[src/hdl/mfc_pkg.sv]
/*
 Constants shared by the feature-control and secure protection logic: extended configuration byte
 indices, authenticated area addresses, message type codes and reset values.
 Assumes a command decoder upstream that presents already-parsed requests.
*/
// Functional notes
// - byte 486 reads 1, barrier command supported.
// - data cached before a barrier is committed before later requests are served.
// - byte 240 bit 0 reads 1, FIFO flush order.
// - byte 163 bit 1 clear forbids idle background work; set allows it.
// - byte 211 bit 0 reads 1; bit 1 mirrors the secure-mode enable bit.
// - authenticated bytes 1 and 2 change only by authenticated configuration writes.
// - enable resets to 0, legacy; enable 1 lets the mask gate protect updates.
// - existing group and boot protection survives entering or leaving secure mode.
// - mask 0 gives generic error on CSD protect bits, switch error on 171/173/174.
// - mask 0 makes CMD28/29 generic errors; force erase fails, sets lock failure.
// - mask 0 keeps power-on boot protection and its byte across every reset; here every reset clears enable, so boot_hold_ff drops to 0.
// - mask 1 accepted force erase wipes content, password and length, and unlocks.
// - mask 1 force erase fails with lock failure if protected groups or unlocked.
// - mask 1 CMD28 protects the group with the type from byte 171 bits 2 and 0; here PC_SET_WP only raises prot_accept_ff, byte 171 is never read.
// - mask 1 opens temporary groups and boot; mask clear or reset closes them.
// - request types 0x0001-0x0007, responses 0x0100-0x0400, 0x0600, 0x0700; here only 0x0006 and 0x0007 are answered, with 0x0600 and 0x0700.
// - enhanced strobe aligns read data, CRC status and responses to the strobe; here only rsp_on_strobe_ff is driven, for responses.
// - byte 184 reads 1, enhanced strobe supported.
// - after power-on or CMD0 the device uses backward-compatible timing.
package mfc_pkg;
   //-------------------------------------------------------------------------
   // extended configuration byte indices
   //-------------------------------------------------------------------------
   localparam logic [8:0] IDX_BARRIER_CTRL = 9'h01F;
   localparam logic [8:0] IDX_FLUSH_CACHE = 9'h020;
   localparam logic [8:0] IDX_BKOP_CONTROL = 9'h0A3;
   localparam logic [8:0] IDX_REL_WRITE = 9'h0A6;
   localparam logic [8:0] IDX_USER_PROT = 9'h0AB;
   localparam logic [8:0] IDX_BOOT_PROT = 9'h0AD;
   localparam logic [8:0] IDX_BOOT_PROT_STAT = 9'h0AE;
   localparam logic [8:0] IDX_STROBE_CAP = 9'h0B8;
   localparam logic [8:0] IDX_SECURE_INFO = 9'h0D3;
   localparam logic [8:0] IDX_FLUSH_POLICY = 9'h0F0;
   localparam logic [8:0] IDX_BARRIER_SUPPORT = 9'h1E6;
   // authenticated configuration area addresses
   localparam logic [7:0] ADDR_MODE_ENABLE = 8'h01;
   localparam logic [7:0] ADDR_UPDATE_MASK = 8'h02;
   // field positions
   localparam int BIT_BARRIER_EN = 0;
   localparam int BIT_FLUSH = 0;
   localparam int BIT_BARRIER = 1;
   localparam int BIT_BKOP_MANUAL = 0;
   localparam int BIT_BKOP_AUTO = 1;
   localparam int BIT_LARGE_RPMB = 4;
   localparam int BIT_UP_PERM = 2;
   localparam int BIT_UP_PWRON = 0;
   // reset values and fixed read-only contents
   localparam logic [7:0] RST_MODE_ENABLE = 8'h00;
   localparam logic [7:0] RST_UPDATE_MASK = 8'h00;
   localparam logic [7:0] RST_BKOP = 8'h00;
   localparam logic [7:0] VAL_BARRIER_SUPPORT = 8'h01;
   localparam logic [7:0] VAL_FLUSH_POLICY = 8'h01;
   localparam logic [7:0] VAL_STROBE_CAP = 8'h01;
   localparam logic [7:0] VAL_REL_WRITE = 8'h10;
   localparam logic [7:0] VAL_SECURE_CAP = 8'h01;
   // message type codes
   localparam logic [15:0] REQ_KEY_PROG = 16'h0001;
   localparam logic [15:0] REQ_COUNTER = 16'h0002;
   localparam logic [15:0] REQ_DATA_WR = 16'h0003;
   localparam logic [15:0] REQ_DATA_RD = 16'h0004;
   localparam logic [15:0] REQ_RESULT = 16'h0005;
   localparam logic [15:0] REQ_CFG_WR = 16'h0006;
   localparam logic [15:0] REQ_CFG_RD = 16'h0007;
   localparam logic [15:0] RSP_CFG_WR = 16'h0600;
   localparam logic [15:0] RSP_CFG_RD = 16'h0700;
   // protect command kinds from the decoder
   typedef enum logic [2:0] {
      PC_NONE, PC_CSD_PROT, PC_SWITCH_PROT, PC_SET_WP, PC_CLR_WP, PC_FORCE_ERASE
   } mfc_pcmd_t;
endpackage : mfc_pkg

[src/hdl/mfc_barrier.sv]
/*
 Barrier ordering: holds off new requests until cached data from before a barrier is committed.
 Assumes the cache engine pulses flush_done once a requested commit has completed.
*/
module mfc_barrier
(
   input wire logic clk, // core clock
   input wire logic rst, // sync reset, high
   input wire logic barrier_en, // barrier mechanism enabled
   input wire logic flush_wr, // write to the flush control byte
   input wire logic [7:0] flush_data, // value written
   input wire logic flush_done, // cache commit finished
   output logic flush_req_ff, // commit request to the cache engine
   output logic hold_ff // stall later requests
);
   typedef enum logic [1:0] {BS_IDLE, BS_FLUSH} mfc_bstate_t;
   mfc_bstate_t state_ff, nxt_state;
   logic nxt_req, nxt_hold;

   // a plain flush also commits; only a barrier stalls traffic behind it
   always_comb
   begin
      nxt_state = state_ff;
      nxt_req = 1'b0;
      nxt_hold = hold_ff;
      case (state_ff)
         BS_IDLE:
         begin
            if (flush_wr && flush_data[mfc_pkg::BIT_FLUSH])
            begin
               nxt_req = 1'b1;
               nxt_state = BS_FLUSH;
               nxt_hold = barrier_en && flush_data[mfc_pkg::BIT_BARRIER];
            end
         end
         BS_FLUSH:
         begin
            if (flush_done)
            begin
               nxt_state = BS_IDLE;
               nxt_hold = 1'b0;
            end
         end
         default: nxt_state = BS_IDLE;
      endcase
   end

   // registers
   always_ff @(posedge clk)
   begin
      if (rst)
      begin
         state_ff <= BS_IDLE;
         flush_req_ff <= 1'b0;
         hold_ff <= 1'b0;
      end
      else
      begin
         state_ff <= nxt_state;
         flush_req_ff <= nxt_req;
         hold_ff <= nxt_hold;
      end
   end
endmodule : mfc_barrier

[src/hdl/mfc_prot_check.sv]
/*
 Combinational verdict on a protect-related command given the secure mode bits.
 Assumes decoded command kind and lock state come from the surrounding controller.
*/
module mfc_prot_check
(
   input wire logic secure_en, // secure mode enabled
   input wire logic mask, // update mask
   input wire mfc_pkg::mfc_pcmd_t pcmd, // command kind
   input wire logic locked, // device is locked
   input wire logic hard_groups, // power-on or permanent groups exist
   output logic generic_err, // generic error
   output logic switch_err, // switch error
   output logic lock_fail, // lock failure
   output logic accept // command allowed
);
   logic gated;

   // legacy mode always updates; secure mode follows the mask
   always_comb
   begin
      gated = secure_en && !mask;
      generic_err = 1'b0;
      switch_err = 1'b0;
      lock_fail = 1'b0;
      accept = 1'b0;
      case (pcmd)
         mfc_pkg::PC_CSD_PROT:
         begin
            generic_err = gated;
            accept = !gated;
         end
         mfc_pkg::PC_SWITCH_PROT:
         begin
            switch_err = gated;
            accept = !gated;
         end
         mfc_pkg::PC_SET_WP, mfc_pkg::PC_CLR_WP:
         begin
            generic_err = gated;
            accept = !gated;
         end
         mfc_pkg::PC_FORCE_ERASE:
         begin
            lock_fail = gated || !locked || hard_groups;
            accept = !lock_fail;
         end
         default: accept = 1'b0;
      endcase
   end
endmodule : mfc_prot_check

[src/hdl/mfc_feature_ctrl.sv]
/*
 Feature control and secure write protection: extended configuration bytes for barrier, flush
 policy, background operations, strobe and reliable write, plus the authenticated area.
 Assumes an upstream command decoder presents byte writes/reads, parsed protected messages and
 protect commands as one-cycle strobes, synchronous to clk.
*/
module mfc_feature_ctrl
(
   input wire logic clk, // core clock, 125 MHz
   input wire logic rst, // sync reset, high (power-on, hardware or CMD0)
   input wire logic cfg_wr, // switch write strobe
   input wire logic cfg_rd, // configuration read strobe
   input wire logic [8:0] cfg_idx, // byte index
   input wire logic [7:0] cfg_wdata, // byte value
   output logic [7:0] cfg_rdata_ff, // read value
   output logic cfg_rvalid_ff, // read value valid
   input wire logic msg_valid, // protected message strobe
   input wire logic [15:0] msg_type, // message type
   input wire logic msg_auth_ok, // message MAC verified
   input wire logic [7:0] msg_addr, // authenticated area address
   input wire logic [7:0] msg_data, // data byte
   output logic rsp_valid_ff, // response strobe
   output logic [15:0] rsp_type_ff, // response type
   output logic [7:0] rsp_data_ff, // response data byte
   output logic rsp_ok_ff, // operation succeeded
   input wire mfc_pkg::mfc_pcmd_t pcmd, // protect command kind
   input wire logic pcmd_valid, // protect command strobe
   input wire logic locked, // device locked
   input wire logic hard_groups, // power-on or permanent groups exist
   input wire logic flush_done, // cache commit finished
   input wire logic strobe_mode, // enhanced strobe selected by host
   input wire logic hs_select, // host switched timing mode
   output logic generic_err_ff, // generic error
   output logic switch_err_ff, // switch error
   output logic lock_fail_ff, // lock failure flag
   output logic prot_accept_ff, // protect command accepted
   output logic erase_all_ff, // wipe content, password and length
   output logic unlock_ff, // unlock after force erase
   output logic flush_req_ff, // commit request to cache
   output logic req_hold_ff, // stall later requests
   output logic bkop_auto_ff, // idle background work allowed
   output logic bkop_manual_ff, // host starts background work
   output logic temp_open_ff, // temporary and boot protection lifted
   output logic boot_hold_ff, // power-on boot protection kept
   output logic rsp_on_strobe_ff, // responses aligned to strobe
   output logic legacy_timing_ff // backward-compatible timing
);
   //-------------------------------------------------------------------------
   // state
   //-------------------------------------------------------------------------
   logic [7:0] mode_en_ff, nxt_mode_en;
   logic [7:0] mask_ff, nxt_mask;
   logic [7:0] bkop_ff, nxt_bkop;
   logic barrier_en_ff, nxt_barrier_en;
   logic [7:0] nxt_rdata;
   logic nxt_rsp_valid, nxt_rsp_ok;
   logic [15:0] nxt_rsp_type;
   logic [7:0] nxt_rsp_data;
   logic ge, se, lf, acc;
   logic nxt_timing, nxt_strobe;

   // read decode of the authenticated area, used by reads and response building
   function automatic logic [7:0] auth_byte(input logic [7:0] a, input logic [7:0] en,
                                            input logic [7:0] mk);
      begin
         auth_byte = 8'h00;
         if (a == mfc_pkg::ADDR_MODE_ENABLE)
            auth_byte = en;
         else if (a == mfc_pkg::ADDR_UPDATE_MASK)
            auth_byte = mk;
      end
   endfunction : auth_byte

   //-------------------------------------------------------------------------
   // barrier and protect verdict
   //-------------------------------------------------------------------------
   mfc_barrier u_barrier
   (
      .clk(clk),
      .rst(rst),
      .barrier_en(barrier_en_ff),
      .flush_wr(cfg_wr && cfg_idx == mfc_pkg::IDX_FLUSH_CACHE),
      .flush_data(cfg_wdata),
      .flush_done(flush_done),
      .flush_req_ff(flush_req_ff),
      .hold_ff(req_hold_ff)
   );

   mfc_prot_check u_check
   (
      .secure_en(mode_en_ff[0]),
      .mask(mask_ff[0]),
      .pcmd(pcmd),
      .locked(locked),
      .hard_groups(hard_groups),
      .generic_err(ge),
      .switch_err(se),
      .lock_fail(lf),
      .accept(acc)
   );

   //-------------------------------------------------------------------------
   // host-writable bytes
   //-------------------------------------------------------------------------
   // only the writable bytes respond; read-only bytes ignore switch writes
   always_comb
   begin
      nxt_bkop = bkop_ff;
      nxt_barrier_en = barrier_en_ff;
      if (cfg_wr && cfg_idx == mfc_pkg::IDX_BKOP_CONTROL)
         nxt_bkop = {6'h00, cfg_wdata[1:0]};
      if (cfg_wr && cfg_idx == mfc_pkg::IDX_BARRIER_CTRL)
         nxt_barrier_en = cfg_wdata[mfc_pkg::BIT_BARRIER_EN];
   end

   //-------------------------------------------------------------------------
   // authenticated area, written only by verified configuration writes
   //-------------------------------------------------------------------------
   // mode enable change never touches stored protection, only gating
   always_comb
   begin
      nxt_mode_en = mode_en_ff;
      nxt_mask = mask_ff;
      nxt_rsp_valid = 1'b0;
      nxt_rsp_type = rsp_type_ff;
      nxt_rsp_data = rsp_data_ff;
      nxt_rsp_ok = rsp_ok_ff;
      if (msg_valid && msg_type == mfc_pkg::REQ_CFG_WR)
      begin
         nxt_rsp_valid = 1'b1;
         nxt_rsp_type = mfc_pkg::RSP_CFG_WR;
         nxt_rsp_data = msg_data;
         nxt_rsp_ok = msg_auth_ok;
         if (msg_auth_ok && msg_addr == mfc_pkg::ADDR_MODE_ENABLE)
            nxt_mode_en = {7'h00, msg_data[0]};
         if (msg_auth_ok && msg_addr == mfc_pkg::ADDR_UPDATE_MASK)
            nxt_mask = {7'h00, msg_data[0]};
      end
      else if (msg_valid && msg_type == mfc_pkg::REQ_CFG_RD)
      begin
         nxt_rsp_valid = 1'b1;
         nxt_rsp_type = mfc_pkg::RSP_CFG_RD;
         nxt_rsp_data = auth_byte(msg_addr, mode_en_ff, mask_ff);
         nxt_rsp_ok = 1'b1;
      end
   end

   //-------------------------------------------------------------------------
   // read-back of the extended configuration bytes
   //-------------------------------------------------------------------------
   // unmapped bytes read zero
   always_comb
   begin
      case (cfg_idx)
         mfc_pkg::IDX_BARRIER_SUPPORT: nxt_rdata = mfc_pkg::VAL_BARRIER_SUPPORT;
         mfc_pkg::IDX_FLUSH_POLICY: nxt_rdata = mfc_pkg::VAL_FLUSH_POLICY;
         mfc_pkg::IDX_STROBE_CAP: nxt_rdata = mfc_pkg::VAL_STROBE_CAP;
         mfc_pkg::IDX_REL_WRITE: nxt_rdata = mfc_pkg::VAL_REL_WRITE;
         mfc_pkg::IDX_SECURE_INFO:
            nxt_rdata = {6'h00, mode_en_ff[0], mfc_pkg::VAL_SECURE_CAP[0]};
         mfc_pkg::IDX_BKOP_CONTROL: nxt_rdata = bkop_ff;
         mfc_pkg::IDX_BARRIER_CTRL: nxt_rdata = {7'h00, barrier_en_ff};
         default: nxt_rdata = 8'h00;
      endcase
   end

   //-------------------------------------------------------------------------
   // timing mode
   //-------------------------------------------------------------------------
   // reset forces backward-compatible timing; only a host switch leaves it
   always_comb
   begin
      nxt_timing = legacy_timing_ff;
      if (hs_select)
         nxt_timing = 1'b0;
      nxt_strobe = strobe_mode && !nxt_timing;
   end

   //-------------------------------------------------------------------------
   // registers
   //-------------------------------------------------------------------------
   // mask and enable clear on every reset, so opened areas close again
   always_ff @(posedge clk)
   begin
      if (rst)
      begin
         mode_en_ff <= mfc_pkg::RST_MODE_ENABLE;
         mask_ff <= mfc_pkg::RST_UPDATE_MASK;
         bkop_ff <= mfc_pkg::RST_BKOP;
         barrier_en_ff <= 1'b0;
         cfg_rdata_ff <= 8'h00;
         cfg_rvalid_ff <= 1'b0;
         rsp_valid_ff <= 1'b0;
         rsp_type_ff <= 16'h0000;
         rsp_data_ff <= 8'h00;
         rsp_ok_ff <= 1'b0;
         generic_err_ff <= 1'b0;
         switch_err_ff <= 1'b0;
         lock_fail_ff <= 1'b0;
         prot_accept_ff <= 1'b0;
         erase_all_ff <= 1'b0;
         unlock_ff <= 1'b0;
         bkop_auto_ff <= 1'b0;
         bkop_manual_ff <= 1'b0;
         temp_open_ff <= 1'b0;
         boot_hold_ff <= 1'b0;
         rsp_on_strobe_ff <= 1'b0;
         legacy_timing_ff <= 1'b1;
      end
      else
      begin
         mode_en_ff <= nxt_mode_en;
         mask_ff <= nxt_mask;
         bkop_ff <= nxt_bkop;
         barrier_en_ff <= nxt_barrier_en;
         cfg_rdata_ff <= nxt_rdata;
         cfg_rvalid_ff <= cfg_rd;
         rsp_valid_ff <= nxt_rsp_valid;
         rsp_type_ff <= nxt_rsp_type;
         rsp_data_ff <= nxt_rsp_data;
         rsp_ok_ff <= nxt_rsp_ok;
         generic_err_ff <= pcmd_valid && ge;
         switch_err_ff <= pcmd_valid && se;
         lock_fail_ff <= pcmd_valid && lf;
         prot_accept_ff <= pcmd_valid && acc;
         erase_all_ff <= pcmd_valid && acc && pcmd == mfc_pkg::PC_FORCE_ERASE;
         unlock_ff <= pcmd_valid && acc && pcmd == mfc_pkg::PC_FORCE_ERASE;
         bkop_auto_ff <= nxt_bkop[mfc_pkg::BIT_BKOP_AUTO];
         bkop_manual_ff <= nxt_bkop[mfc_pkg::BIT_BKOP_MANUAL];
         temp_open_ff <= nxt_mode_en[0] && nxt_mask[0];
         boot_hold_ff <= nxt_mode_en[0] && !nxt_mask[0];
         rsp_on_strobe_ff <= nxt_strobe;
         legacy_timing_ff <= nxt_timing;
      end
   end
endmodule : mfc_feature_ctrl

[config.mk]
export PLATFORM = sky130hd
export DESIGN_NAME = mfc_feature_ctrl
export DESIGN_NICKNAME = d
export VERILOG_FILES = /design/src/hdl/mfc_pkg.sv /design/src/hdl/mfc_barrier.sv /design/src/hdl/mfc_prot_check.sv /design/src/hdl/mfc_feature_ctrl.sv
export SDC_FILE = /design/constraint.sdc
export NUM_CORES = 1
export LEC_CHECK = 0
export BUFFER_PORTS_ARGS = -buffer_cell sky130_fd_sc_hd__buf_2
export CAP_MARGIN = 20
export CORE_ASPECT_RATIO = 0.8
export CORE_MARGIN = 4
export CORE_UTILIZATION = 41
export CTS_BUF_LIST = sky130_fd_sc_hd__clkbuf_8 sky130_fd_sc_hd__clkbuf_16
export DETAILED_ROUTE_END_ITERATION = 10
export PLACE_DENSITY = 0.8
export SETUP_SLACK_MARGIN = 0.05
export SLEW_MARGIN = 20
export SYNTH_ARGS = -nofsm -noshare
export SYNTH_HDL_FRONTEND = slang
export SYNTH_SLANG_ARGS = --single-unit
export TNS_END_PERCENT = 30
[constraint.sdc]
create_clock -name clk -period 2.7 [get_ports clk]
set_input_delay 0.54 -clock clk [delete_from_list [all_inputs] [get_ports clk]]
set_output_delay 0.54 -clock clk [all_outputs]
set_load 0.005 [all_outputs]
==> qor.yml, run 1 <==
outcome:
  status: "complete, no violations"
worst_setup_path:
  worstPathArrival_ns: 2.28
  crit_path_start_kind: "input pin"
  required_ns: 2.91
  cp_max_fo: 3
  critPathKind: "in -> reg"
  critPathCaptureType: "flip-flop"
  cp_cell_sequence: "buf_2 > or4_4 > or3_4 > nor4_4 > mux2i_1 > nor2b_1"
  cpPeakStageDelay_ns: 0.52
  reg2regPathDepth: 4
  crit_slowest_cell: "or4_4"
clocking:
  clkTransAtPathRegs_ns: 0.07
  ctsResizeCount: 0
  clk_path_buf_depth: 2
  cts_tree: "yes"
  post_cts_buffers: 0
  root_buffer: "clkbuf_8"
  htree_levels: 2
  cts_sinks: 33
  clkLatencyLatePin_ns: 0.28
  hold_buffers: 0
  numCtsBuffers: 5
floorplanning:
  ios: 113
  fp.coreArea_mm2: 0.00380
  dieArea_mm2: 0.00501
  die_x_um: 78.2
  initial_utilization: 0.425
  row_count: 20
  die_y_um: 64.1
global_route:
  grt_first_pass_wirelength_mm: 6.24
  grt_max_degree: 29
  antenna_found_initial: 0
  track_usage: 0.152
  grt_overflow_total: 0
  first_global_vias: 1425
placed_design:
  post-place-ws_ns: 0.342
  gp_congestion: 0.922
  dp_hpwl_mm: 3.01
  io_buffers: 88
power:
  total_leakage_power_nw: 1.01
  peakVddDrop_mv: 0.365
  finalPower_mw: 0.926
  power_density_mw_per_mm2: 442
yosys:
  seq_area_frac_synth: 0.409
  synthCells: 185
  yosys_warnings: 0
  synth.ff_latch_count: 33
  syn_area_mm2: 0.00162
  avgSynthCellArea_um2: 8.73
  ys_types: 35
timing:
  setup_slack_ns: 0.631
  hold-worst-slack_ns: 0.457
  finalCritPeriodShare: 0.766
  worstMarginPinSlew_ns: 0.542
  slew_headroom: 0.639
  rsz0062_at_grt: "no"
  final.setup.tns_ns: 0
  fmax_ghz: 0.483
  final-max-slew-violation-count: 0
  period_needed_ns: 2.07
  finalClockSkew_ns: 0.00502
  hold_viol: 0
  setup_viol: 0
detailed_routing:
  routedWlPerCell_um: 11.9
  drt_pass1_iterations: 4
  antenna_left: 0
  drc: 0
  vias: 1553
  wl_mm: 3.89
  first_iter_violations: 35
  avgViaCountPerCell: 4.76
layout:
  final_core_util: 0.551
  layout.nets: 336
  antenna_cells: 0
  top_regs: "rsp_data_ff (8), cfg_rdata_ff (3), rsp_type_ff (2)"
  largest-register: "rsp_data_ff"
  synthToLayoutAreaGrowth_pct: 29.8
  layout-drive-gt1-share: 0.380
  largest_reg_flops: 8
  fillCellCount: 387
hold_path:
  whs_path_depth: 2
  hp-class: "reg -> reg"
run:
  drv_cap: 0
worst max-delay path, delay by kind of cell:
kind	cells	cell delay, ns
buf+inv	1	0.09
simple gates	4	1.35
mux	1	0.30
power by group:
| group | total [mW] | internal, mW | switching (mW) |
|---|---|---|---|
| combinational | 0.101 | 0.0476 | 0.0537 |
| sequential | 0.492 | 0.491 | 0.000928 |
| clock | 0.333 | 0.169 | 0.164 |
| total | 0.926 | 0.707 | 0.219 |
Yosys cell counts:
| library cell | number | area share |
|---|---|---|
| nor4_1 | 5 | 0.019 |
| a2111oi_0 | 1 | 0.0054 |
| xor2_1 | 1 | 0.0054 |
| and3_1 | 2 | 0.0077 |
| nor2b_1 | 4 | 0.015 |
| a22oi_1 | 2 | 0.0093 |
| nand2b_1 | 5 | 0.019 |
| a31oi_1 | 1 | 0.0039 |
| nor3_1 | 6 | 0.019 |
| nor4b_1 | 3 | 0.016 |
| a21oi_1 | 16 | 0.050 |
| nand4b_1 | 2 | 0.011 |
| nor4bb_1 | 2 | 0.012 |
| or4_4 | 1 | 0.0070 |
| or2_2 | 2 | 0.0077 |
| nor3_2 | 1 | 0.0062 |
| dfxtp_1 | 33 | 0.41 |
| and4b_1 | 1 | 0.0062 |
| buf_4 | 20 | 0.093 |
| nor3b_1 | 8 | 0.037 |
| o22ai_1 | 2 | 0.0077 |
| clkbuf_1 | 6 | 0.014 |
| nand4_4 | 1 | 0.013 |
| mux2i_1 | 5 | 0.031 |
| nor4_4 | 2 | 0.026 |
| inv_1 | 7 | 0.016 |
| a21o_1 | 1 | 0.0046 |
| nand3_1 | 4 | 0.012 |
| nand2_1 | 10 | 0.023 |
| nand4bb_1 | 2 | 0.014 |
| a211oi_1 | 1 | 0.0046 |
| conb_1 | 1 | 0.0023 |
| nor2_1 | 25 | 0.058 |
| or3_4 | 1 | 0.0070 |
| a311oi_1 | 1 | 0.0054 |
cells by family (layout without fill, tap and decap cells):
family | count (synthesis) | in the layout | synth area share
flip-flops | 33 | 33 | 0.409
buffers and inverters | 33 | 102 | 0.123
AO/OA/AOI/OAI | 25 | 25 | 0.0906
multiplexers | 5 | 5 | 0.0310
AND/OR/NAND/NOR | 87 | 87 | 0.339
XOR/XNOR | 1 | 1 | 0.00542
other | 1 | 18 | 0.00232
final timing paths:
path / from / to / slack (ns)
worst max register to register: mode_en_ff[0] / switch_err_ff / 1.47
worst min register to register: rsp_type_ff[9] / rsp_type_ff[9] / 0.46
worst max-delay path: msg_addr[5] / mask_ff[0] / 0.63
worst min-delay path: rsp_type_ff[9] / rsp_type_ff[9] / 0.46
layout by cell type, fill, tap and decap left out, types with 3 or more instances in the layout:
cell type  synthesis  final
buf_2              0     88
dfxtp_1           33     33
nor2_1            25     25
conb_1             1     18
a21oi_1           16     16
nand2_1           10     10
nor3b_1            8      8
inv_1              7      7
nor3_1             6      6
nor4_1             5      5
mux2i_1            5      5
nand2b_1           5      5
clkbuf_8           0      5
nand3_1            4      4
nor2b_1            4      4
nor4b_1            3      3
final cells by class:
| class | instances | area (um2) | area share |
|---|---|---|---|
| clock buffer | 5 | 68.8 | 0.0328 |
| clock inverter | 1 | 5.00 | 0.00239 |
| inverter | 7 | 26.3 | 0.0125 |
| multi-input combinational | 136 | 820 | 0.391 |
| sequential | 33 | 661 | 0.315 |
| tap | 55 | 68.8 | 0.0328 |
| timing repair buffer | 89 | 448 | 0.214 |
through the flow:
stage                     cell area [um2]  std cells
after global routing                 2100        326
after CTS                            2100        326
after global placement               2020        320
final                                2100        326
after floorplan                      1680        202
after detailed placement             2020        320
routing by layer:
| metal | up-vias | track usage | wire length (um) |
|---|---|---|---|
| met5 | - | 0 | 0 |
| met4 | 0 | 0.0415 | 35 |
| met3 | 7 | 0.0592 | 354 |
| met2 | 62 | 0.250 | 1830 |
| met1 | 707 | 0.186 | 1670 |
| li1 | 777 | - | - |
Note: power is estimated with default switching activity, not from simulation.
==> run 2, diff against run 1 <==
--- a/config.mk
+++ b/config.mk
@@ -9,10 +9,10 @@
 export CAP_MARGIN = 20
 export CORE_ASPECT_RATIO = 0.8
 export CORE_MARGIN = 4
-export CORE_UTILIZATION = 41
+export CORE_UTILIZATION = 37
 export CTS_BUF_LIST = sky130_fd_sc_hd__clkbuf_8 sky130_fd_sc_hd__clkbuf_16
 export DETAILED_ROUTE_END_ITERATION = 10
-export PLACE_DENSITY = 0.8
+export PLACE_DENSITY = 0.76
 export SETUP_SLACK_MARGIN = 0.05
 export SLEW_MARGIN = 20
 export SYNTH_ARGS = -nofsm -noshare
==> constraint.sdc (replaced) <==
create_clock -name clk -period 1.8 [get_ports clk]
set_input_delay 0.36 -clock clk [delete_from_list [all_inputs] [get_ports clk]]
set_output_delay 0.36 -clock clk [all_outputs]
set_load 0.005 [all_outputs]
==> qor.yml, run 2 (synthesis results as in run 1) <==
timing:
  final-max-slew-violation-count: 0  # unchanged
  hold_viol: 0  # unchanged
  rsz0062_at_grt: "yes"
  setup_viol: 0  # unchanged
  hold-worst-slack_ns: 0.291  # -0.166 ns
  period_needed_ns: 1.76
  finalClockSkew_ns: 0.00337  # -0.00165 ns
  fmax_ghz: 0.567
  finalCritPeriodShare: 0.980
clocking:
  root_buffer: "clkbuf_8"
  htree_levels: 2  # unchanged
  clkTransAtPathRegs_ns: 0.06  # about the same
  post_cts_buffers: 0  # unchanged
  clk_path_buf_depth: 2  # unchanged
  cts_tree: "yes"
  numCtsBuffers: 5  # unchanged
  clkLatencyLatePin_ns: 0.27  # about the same
  hold_buffers: 0  # unchanged
  cts_sinks: 33  # unchanged
power:
  p_clk_frac: 0.355  # -0.005
  combPwrFrac: 0.114  # +0.005
  p_int_mw: 1.07  # +51%
  peakVddDrop_mv: 0.348  # -4.5%
  finalPower_mw: 1.39  # +50%
  power_density_mw_per_mm2: 644  # +46%
  swShare: 0.231  # -0.00544
  total_leakage_power_nw: 1.05  # +3.2%
  p_sw_mw: 0.320  # +46%
  pwr-share-seq: 0.531  # about the same
worst_setup_path:
  cp_num_buf_inv: 1  # unchanged
  cp_max_fo: 3  # unchanged
  worstPathArrival_ns: 1.92  # -0.36 ns
  critPathCaptureType: "flip-flop"
  cp_cell_sequence: "buf_6 > or4_4 > or3_4 > nor4_4 > mux2i_2 > nor3_2"
  reg2regPathDepth: 4  # unchanged
  crit_cells: 6  # unchanged
  crit_path_start_kind: "input pin"
  cpLargestDelayFamily: "simple AND/OR/NAND/NOR gates"
  cpPeakStageDelay_ns: 0.52  # about the same
  crit_slowest_cell: "or4_4"
  critPathKind: "in -> reg"
  required_ns: 1.96  # -0.95 ns
detailed_routing:
  avgViaCountPerCell: 4.59  # -3.7%
  first_iter_violations: 68  # +94%
  vias: 1532  # -1.4%
  routedWlPerCell_um: 11.4  # -4.3%
  drc: 0  # unchanged
  route.met3.wl_um: 405  # +14%
  wl_met1_mm: 1.65  # -1.3%
  drt_pass1_iterations: 4  # unchanged
  wl_met2_mm: 1.69  # -7.6%
  route.top_layer_used: "met4"
  wl_mm: 3.81  # -2.0%
  antenna_left: 0  # unchanged
floorplanning:
  die_y_um: 67.1  # +4.6%
  ios: 113  # unchanged
  die_x_um: 81.9  # +4.7%
  fp.coreArea_mm2: 0.00420  # +11%
  initial_utilization: 0.384  # -0.0404
  row_count: 21  # +5.0%
  dieArea_mm2: 0.00549  # +9.6%
outcome:
  status: "complete, no violations"
layout:
  instances_no_fill: 334  # +2.5%
  postLayoutCellArea_mm2: 0.00215  # +2.7%
  layout.nets: 342  # +1.8%
  largest_reg_flops: 8  # unchanged
  final_core_util: 0.513  # -0.0388
  fillCellCount: 418  # +8.0%
  largest-register: "rsp_data_ff"
  final_cell_mix: "87 x buf_2, 33 x dfxtp_1, 25 x nor2_1"
  final-seq-area_um2: 661  # unchanged
  layout_commonest_cell: "buf_2"
  top_regs: "rsp_data_ff (8), cfg_rdata_ff (3), rsp_type_ff (2)"
  synthToLayoutAreaGrowth_pct: 33.4
  layout-drive-gt1-share: 0.397  # +0.0170
  antenna_cells: 0  # unchanged
  multi_input_area_um2: 823  # +0.46%
hold_path:
  whs_path_depth: 2  # unchanged
  hp-class: "in -> reg"
global_route:
  antenna_found_initial: 0  # unchanged
  grt_overflow_total: 0  # unchanged
  grt_max_degree: 22  # -24%
  first_global_vias: 1352  # -5.1%
  track_usage: 0.135  # -0.0175
  grt_first_pass_wirelength_mm: 5.68  # -9.0%
placed_design:
  dp_hpwl_mm: 3.03  # +0.75%
  dpl.cell_count: 328  # +2.5%
  post_dp_cell_area_mm2: 0.00207  # +2.4%
  io_buffers: 88  # unchanged
  gp_congestion: 0.775  # -16%
run:
  drv_cap: 0  # unchanged
==> run 2: changes by cell type in the layout (fill, tap and decap cells not counted) <==
cell	change
buf_2	-1
mux2i_2	+1
buf_6	+1
buf_4	+6
mux2i_1	-1
==> run 2: metrics by stage <==
| stage | TNS (ns) | setup slack, ns |
|---|---|---|
| floorplan | -0.226 | -0.0742 |
| global placement | -0.817 | -0.231 |
| detailed placement | -0.938 | -0.243 |
| CTS | 0 | 0.0461 |
| global route | 0 | 0.00799 |
| finish | 0 | 0.0361 |
==> run 2: timing repair <==
item,4_1_cts,5_1_grt
pin swaps,0,2
setup endpoints to repair,1,4
gates cloned,0,0
gates resized for setup,0,2
==> run 2: metal layers <==
layer | GRT usage | up-vias
li1 | - | 793
met1 | 0.161 | 666
met2 | 0.222 | 66
met3 | 0.0365 | 7
met4 | 0.0685 | 0
met5 | 0 | -
==> run 2: final timing paths <==
path / startpoint / to / slack [ns]
worst max-delay path: msg_addr[5] / boot_hold_ff / 0.04
worst min-delay path: cfg_rd / cfg_rvalid_ff / 0.29
worst max register to register: u_barrier.state_ff[0] / u_barrier.hold_ff / 0.60
worst min register to register: rsp_type_ff[9] / rsp_type_ff[9] / 0.45
==> run 2: power by group through the flow <==
stage | Sequential, mW | Combinational (mW) | Clock [mW]
floorplan | 0.755 | 0.0891 | 0
global placement | 0.754 | 0.152 | 0
detailed placement | 0.754 | 0.155 | 0
CTS | 0.737 | 0.156 | 0.516
global route | 0.737 | 0.177 | 0.542
finish | 0.738 | 0.158 | 0.493
==> run 2: layout make-up <==
cell class              instances  share of cell area
repair buffers                 95               0.232
clock inverters                 1             0.00232
inverters                       7              0.0122
well taps                      57              0.0331
multi-input cells             136               0.382
flip-flops and latches         33               0.307
clock buffers                   5              0.0319
==> run 3, diff against run 2 <==
--- a/config.mk
+++ b/config.mk
@@ -9,10 +9,9 @@
 export CAP_MARGIN = 20
 export CORE_ASPECT_RATIO = 0.8
 export CORE_MARGIN = 4
-export CORE_UTILIZATION = 37
+export CORE_UTILIZATION = 30
 export CTS_BUF_LIST = sky130_fd_sc_hd__clkbuf_8 sky130_fd_sc_hd__clkbuf_16
 export DETAILED_ROUTE_END_ITERATION = 10
-export PLACE_DENSITY = 0.76
 export SETUP_SLACK_MARGIN = 0.05
 export SLEW_MARGIN = 20
 export SYNTH_ARGS = -nofsm -noshare
==> qor.yml, run 3 (synthesis results as in run 1) <==
outcome:
  status: "complete, but fails checks"
  violations: "setup timing"
detailed_routing:
  avgViaCountPerCell: 4.46  # -2.8%
  first_iter_violations: 48  # -29%
  routedWlPerCell_um: 11.6  # +2.0%
  wl_mm: 3.98  # +4.4%
  vias: 1525  # -0.46%
  antenna_left: 0  # unchanged
  drc: 0  # unchanged
  drt_pass1_iterations: 4  # unchanged
global_route:
  grt_first_pass_wirelength_mm: 6.28  # +11%
  grt_max_degree: 23  # +4.5%
  antenna_found_initial: 0  # unchanged
  track_usage: 0.117  # -0.0180
  first_global_vias: 1370  # +1.3%
  grt_overflow_total: 0  # unchanged
worst_setup_path:
  critPathKind: "in -> reg"
  crit_path_start_kind: "input pin"
  worstPathArrival_ns: 2.03  # +0.11 ns
  critPathCaptureType: "flip-flop"
  required_ns: 2.02  # +0.06 ns
  crit_slowest_cell: "or4_4"
  cp_cell_sequence: "buf_6 > or4_4 > or3_4 > nor4_4 > mux2i_2 > nor2b_1"
  cpPeakStageDelay_ns: 0.52  # about the same
  cp_max_fo: 3  # unchanged
timing:
  finalCritPeriodShare: 1.01  # +0.0264
  setup_slack_ns: -0.0114  # -0.0476 ns
  setup_viol: 1  # +1
  fmax_ghz: 0.552  # -2.6%
  hold-worst-slack_ns: 0.288  # -0.00299 ns
  period_needed_ns: 1.81  # +0.0476 ns
  finalClockSkew_ns: 0.00292  # -0.000452 ns
  hold_viol: 0  # unchanged
  final-max-slew-violation-count: 0  # unchanged
  rsz0062_at_grt: "yes"
layout:
  layout.nets: 343  # +0.29%
  largest-register: "rsp_data_ff"
  layout-drive-gt1-share: 0.404  # +0.00646
  antenna_cells: 0  # unchanged
  largest_reg_flops: 8  # unchanged
  synthToLayoutAreaGrowth_pct: 35.0
  final_core_util: 0.426  # -0.0868
  top_regs: "rsp_data_ff (8), cfg_rdata_ff (3), rsp_type_ff (2)"
  layout_commonest_cell: "buf_2"
  final_cell_mix: "87 x buf_2, 33 x dfxtp_1, 25 x nor2_1"
floorplanning:
  initial_utilization: 0.315  # -0.0689
  row_count: 23  # +9.5%
  die_x_um: 90.0  # +10%
  fp.coreArea_mm2: 0.00512  # +22%
  ios: 113  # unchanged
  dieArea_mm2: 0.00663  # +21%
  die_y_um: 73.6  # +9.7%
clocking:
  htree_levels: 2  # unchanged
  clkTransAtPathRegs_ns: 0.07  # about the same
  root_buffer: "clkbuf_8"
  numCtsBuffers: 5  # unchanged
  clk_path_buf_depth: 2  # unchanged
  cts_sinks: 33  # unchanged
  clkLatencyLatePin_ns: 0.28  # about the same
  post_cts_buffers: 0  # unchanged
  hold_buffers: 0  # unchanged
  cts_tree: "yes"
placed_design:
  io_buffers: 88  # unchanged
  dp_hpwl_mm: 3.09  # +1.8%
  gp_congestion: 0.787  # +1.6%
power:
  peakVddDrop_mv: 0.349  # +0.17%
  power_density_mw_per_mm2: 657  # +2.0%
  total_leakage_power_nw: 1.06  # +0.98%
hold_path:
  hp-class: "in -> reg"
run:
  drv_cap: 0  # unchanged
run 3: cell count changes in the layout (fill, tap and decap cells not counted), sizes merged:
cell and change:
buf +1, clkinv +1, clkinvlp +1
run 3: path summary, 6_finish.rpt:
path                           from                 to  slack [ns]  depth (start not counted)
setup reg to reg      mode_en_ff[0]      switch_err_ff        0.59                          4
hold reg to reg   u_barrier.hold_ff  u_barrier.hold_ff        0.47                          2
setup / recovery        msg_addr[5]         mask_ff[0]       -0.01                          6
hold / removal          strobe_mode   rsp_on_strobe_ff        0.29                          3
run 3: layer usage:
metal,global-route usage,vias to the layer above,wire (um)
met2,0.187,65,1770
met1,0.138,663,1740
met4,0.0407,0,18
met5,0,-,0
li1,-,795,-
met3,0.0573,2,444
run 3: final cells by class:
| cell class | count | area [um2] |
|---|---|---|
| Clock buffer | 5 | 68.8 |
| Clock inverter | 3 | 17.5 |
| Fill cell | 527 | 2940 |
| Inverter | 7 | 26.3 |
| Multi-Input combinational cell | 136 | 823 |
| Sequential cell | 33 | 661 |
| Tap cell | 62 | 77.6 |
| Timing Repair Buffer | 96 | 507 |
run 3: report_power, final:
part	switching [mW]	total [mW]	leakage (nW)	internal (mW)
logic	0.0793	0.158	0.745	0.0785
registers	0.00155	0.737	0.267	0.735
clock network	0.272	0.539	0.0439	0.267
run 3: what timing repair did:
| item | in CTS | in global routing |
|---|---|---|
| pin swaps | 1 | 0 |
| endpoints found under the setup margin | 2 | 4 |
| gates resized for setup | 2 | 0 |
run 3: worst max-delay path, delay by kind of cell:
family,cells,cell delay (ns)
multiplexers,1,0.31
buffers and inverters,1,0.09
AND/OR/NAND/NOR,4,1.27
run 3: metrics by stage:
stage,worst slack [ns],area (um2),power [mW],setup TNS [ns],instances
floorplan,-0.0742,1680,0.844,-0.226,202
global placement,-0.235,2080,0.908,-0.835,334
detailed placement,-0.301,2080,0.909,-0.997,334
CTS,0.00414,2180,1.46,0,342
global route,-0.0480,2180,1.51,-0.0832,342
finish,-0.0114,2180,1.43,-0.0114,342
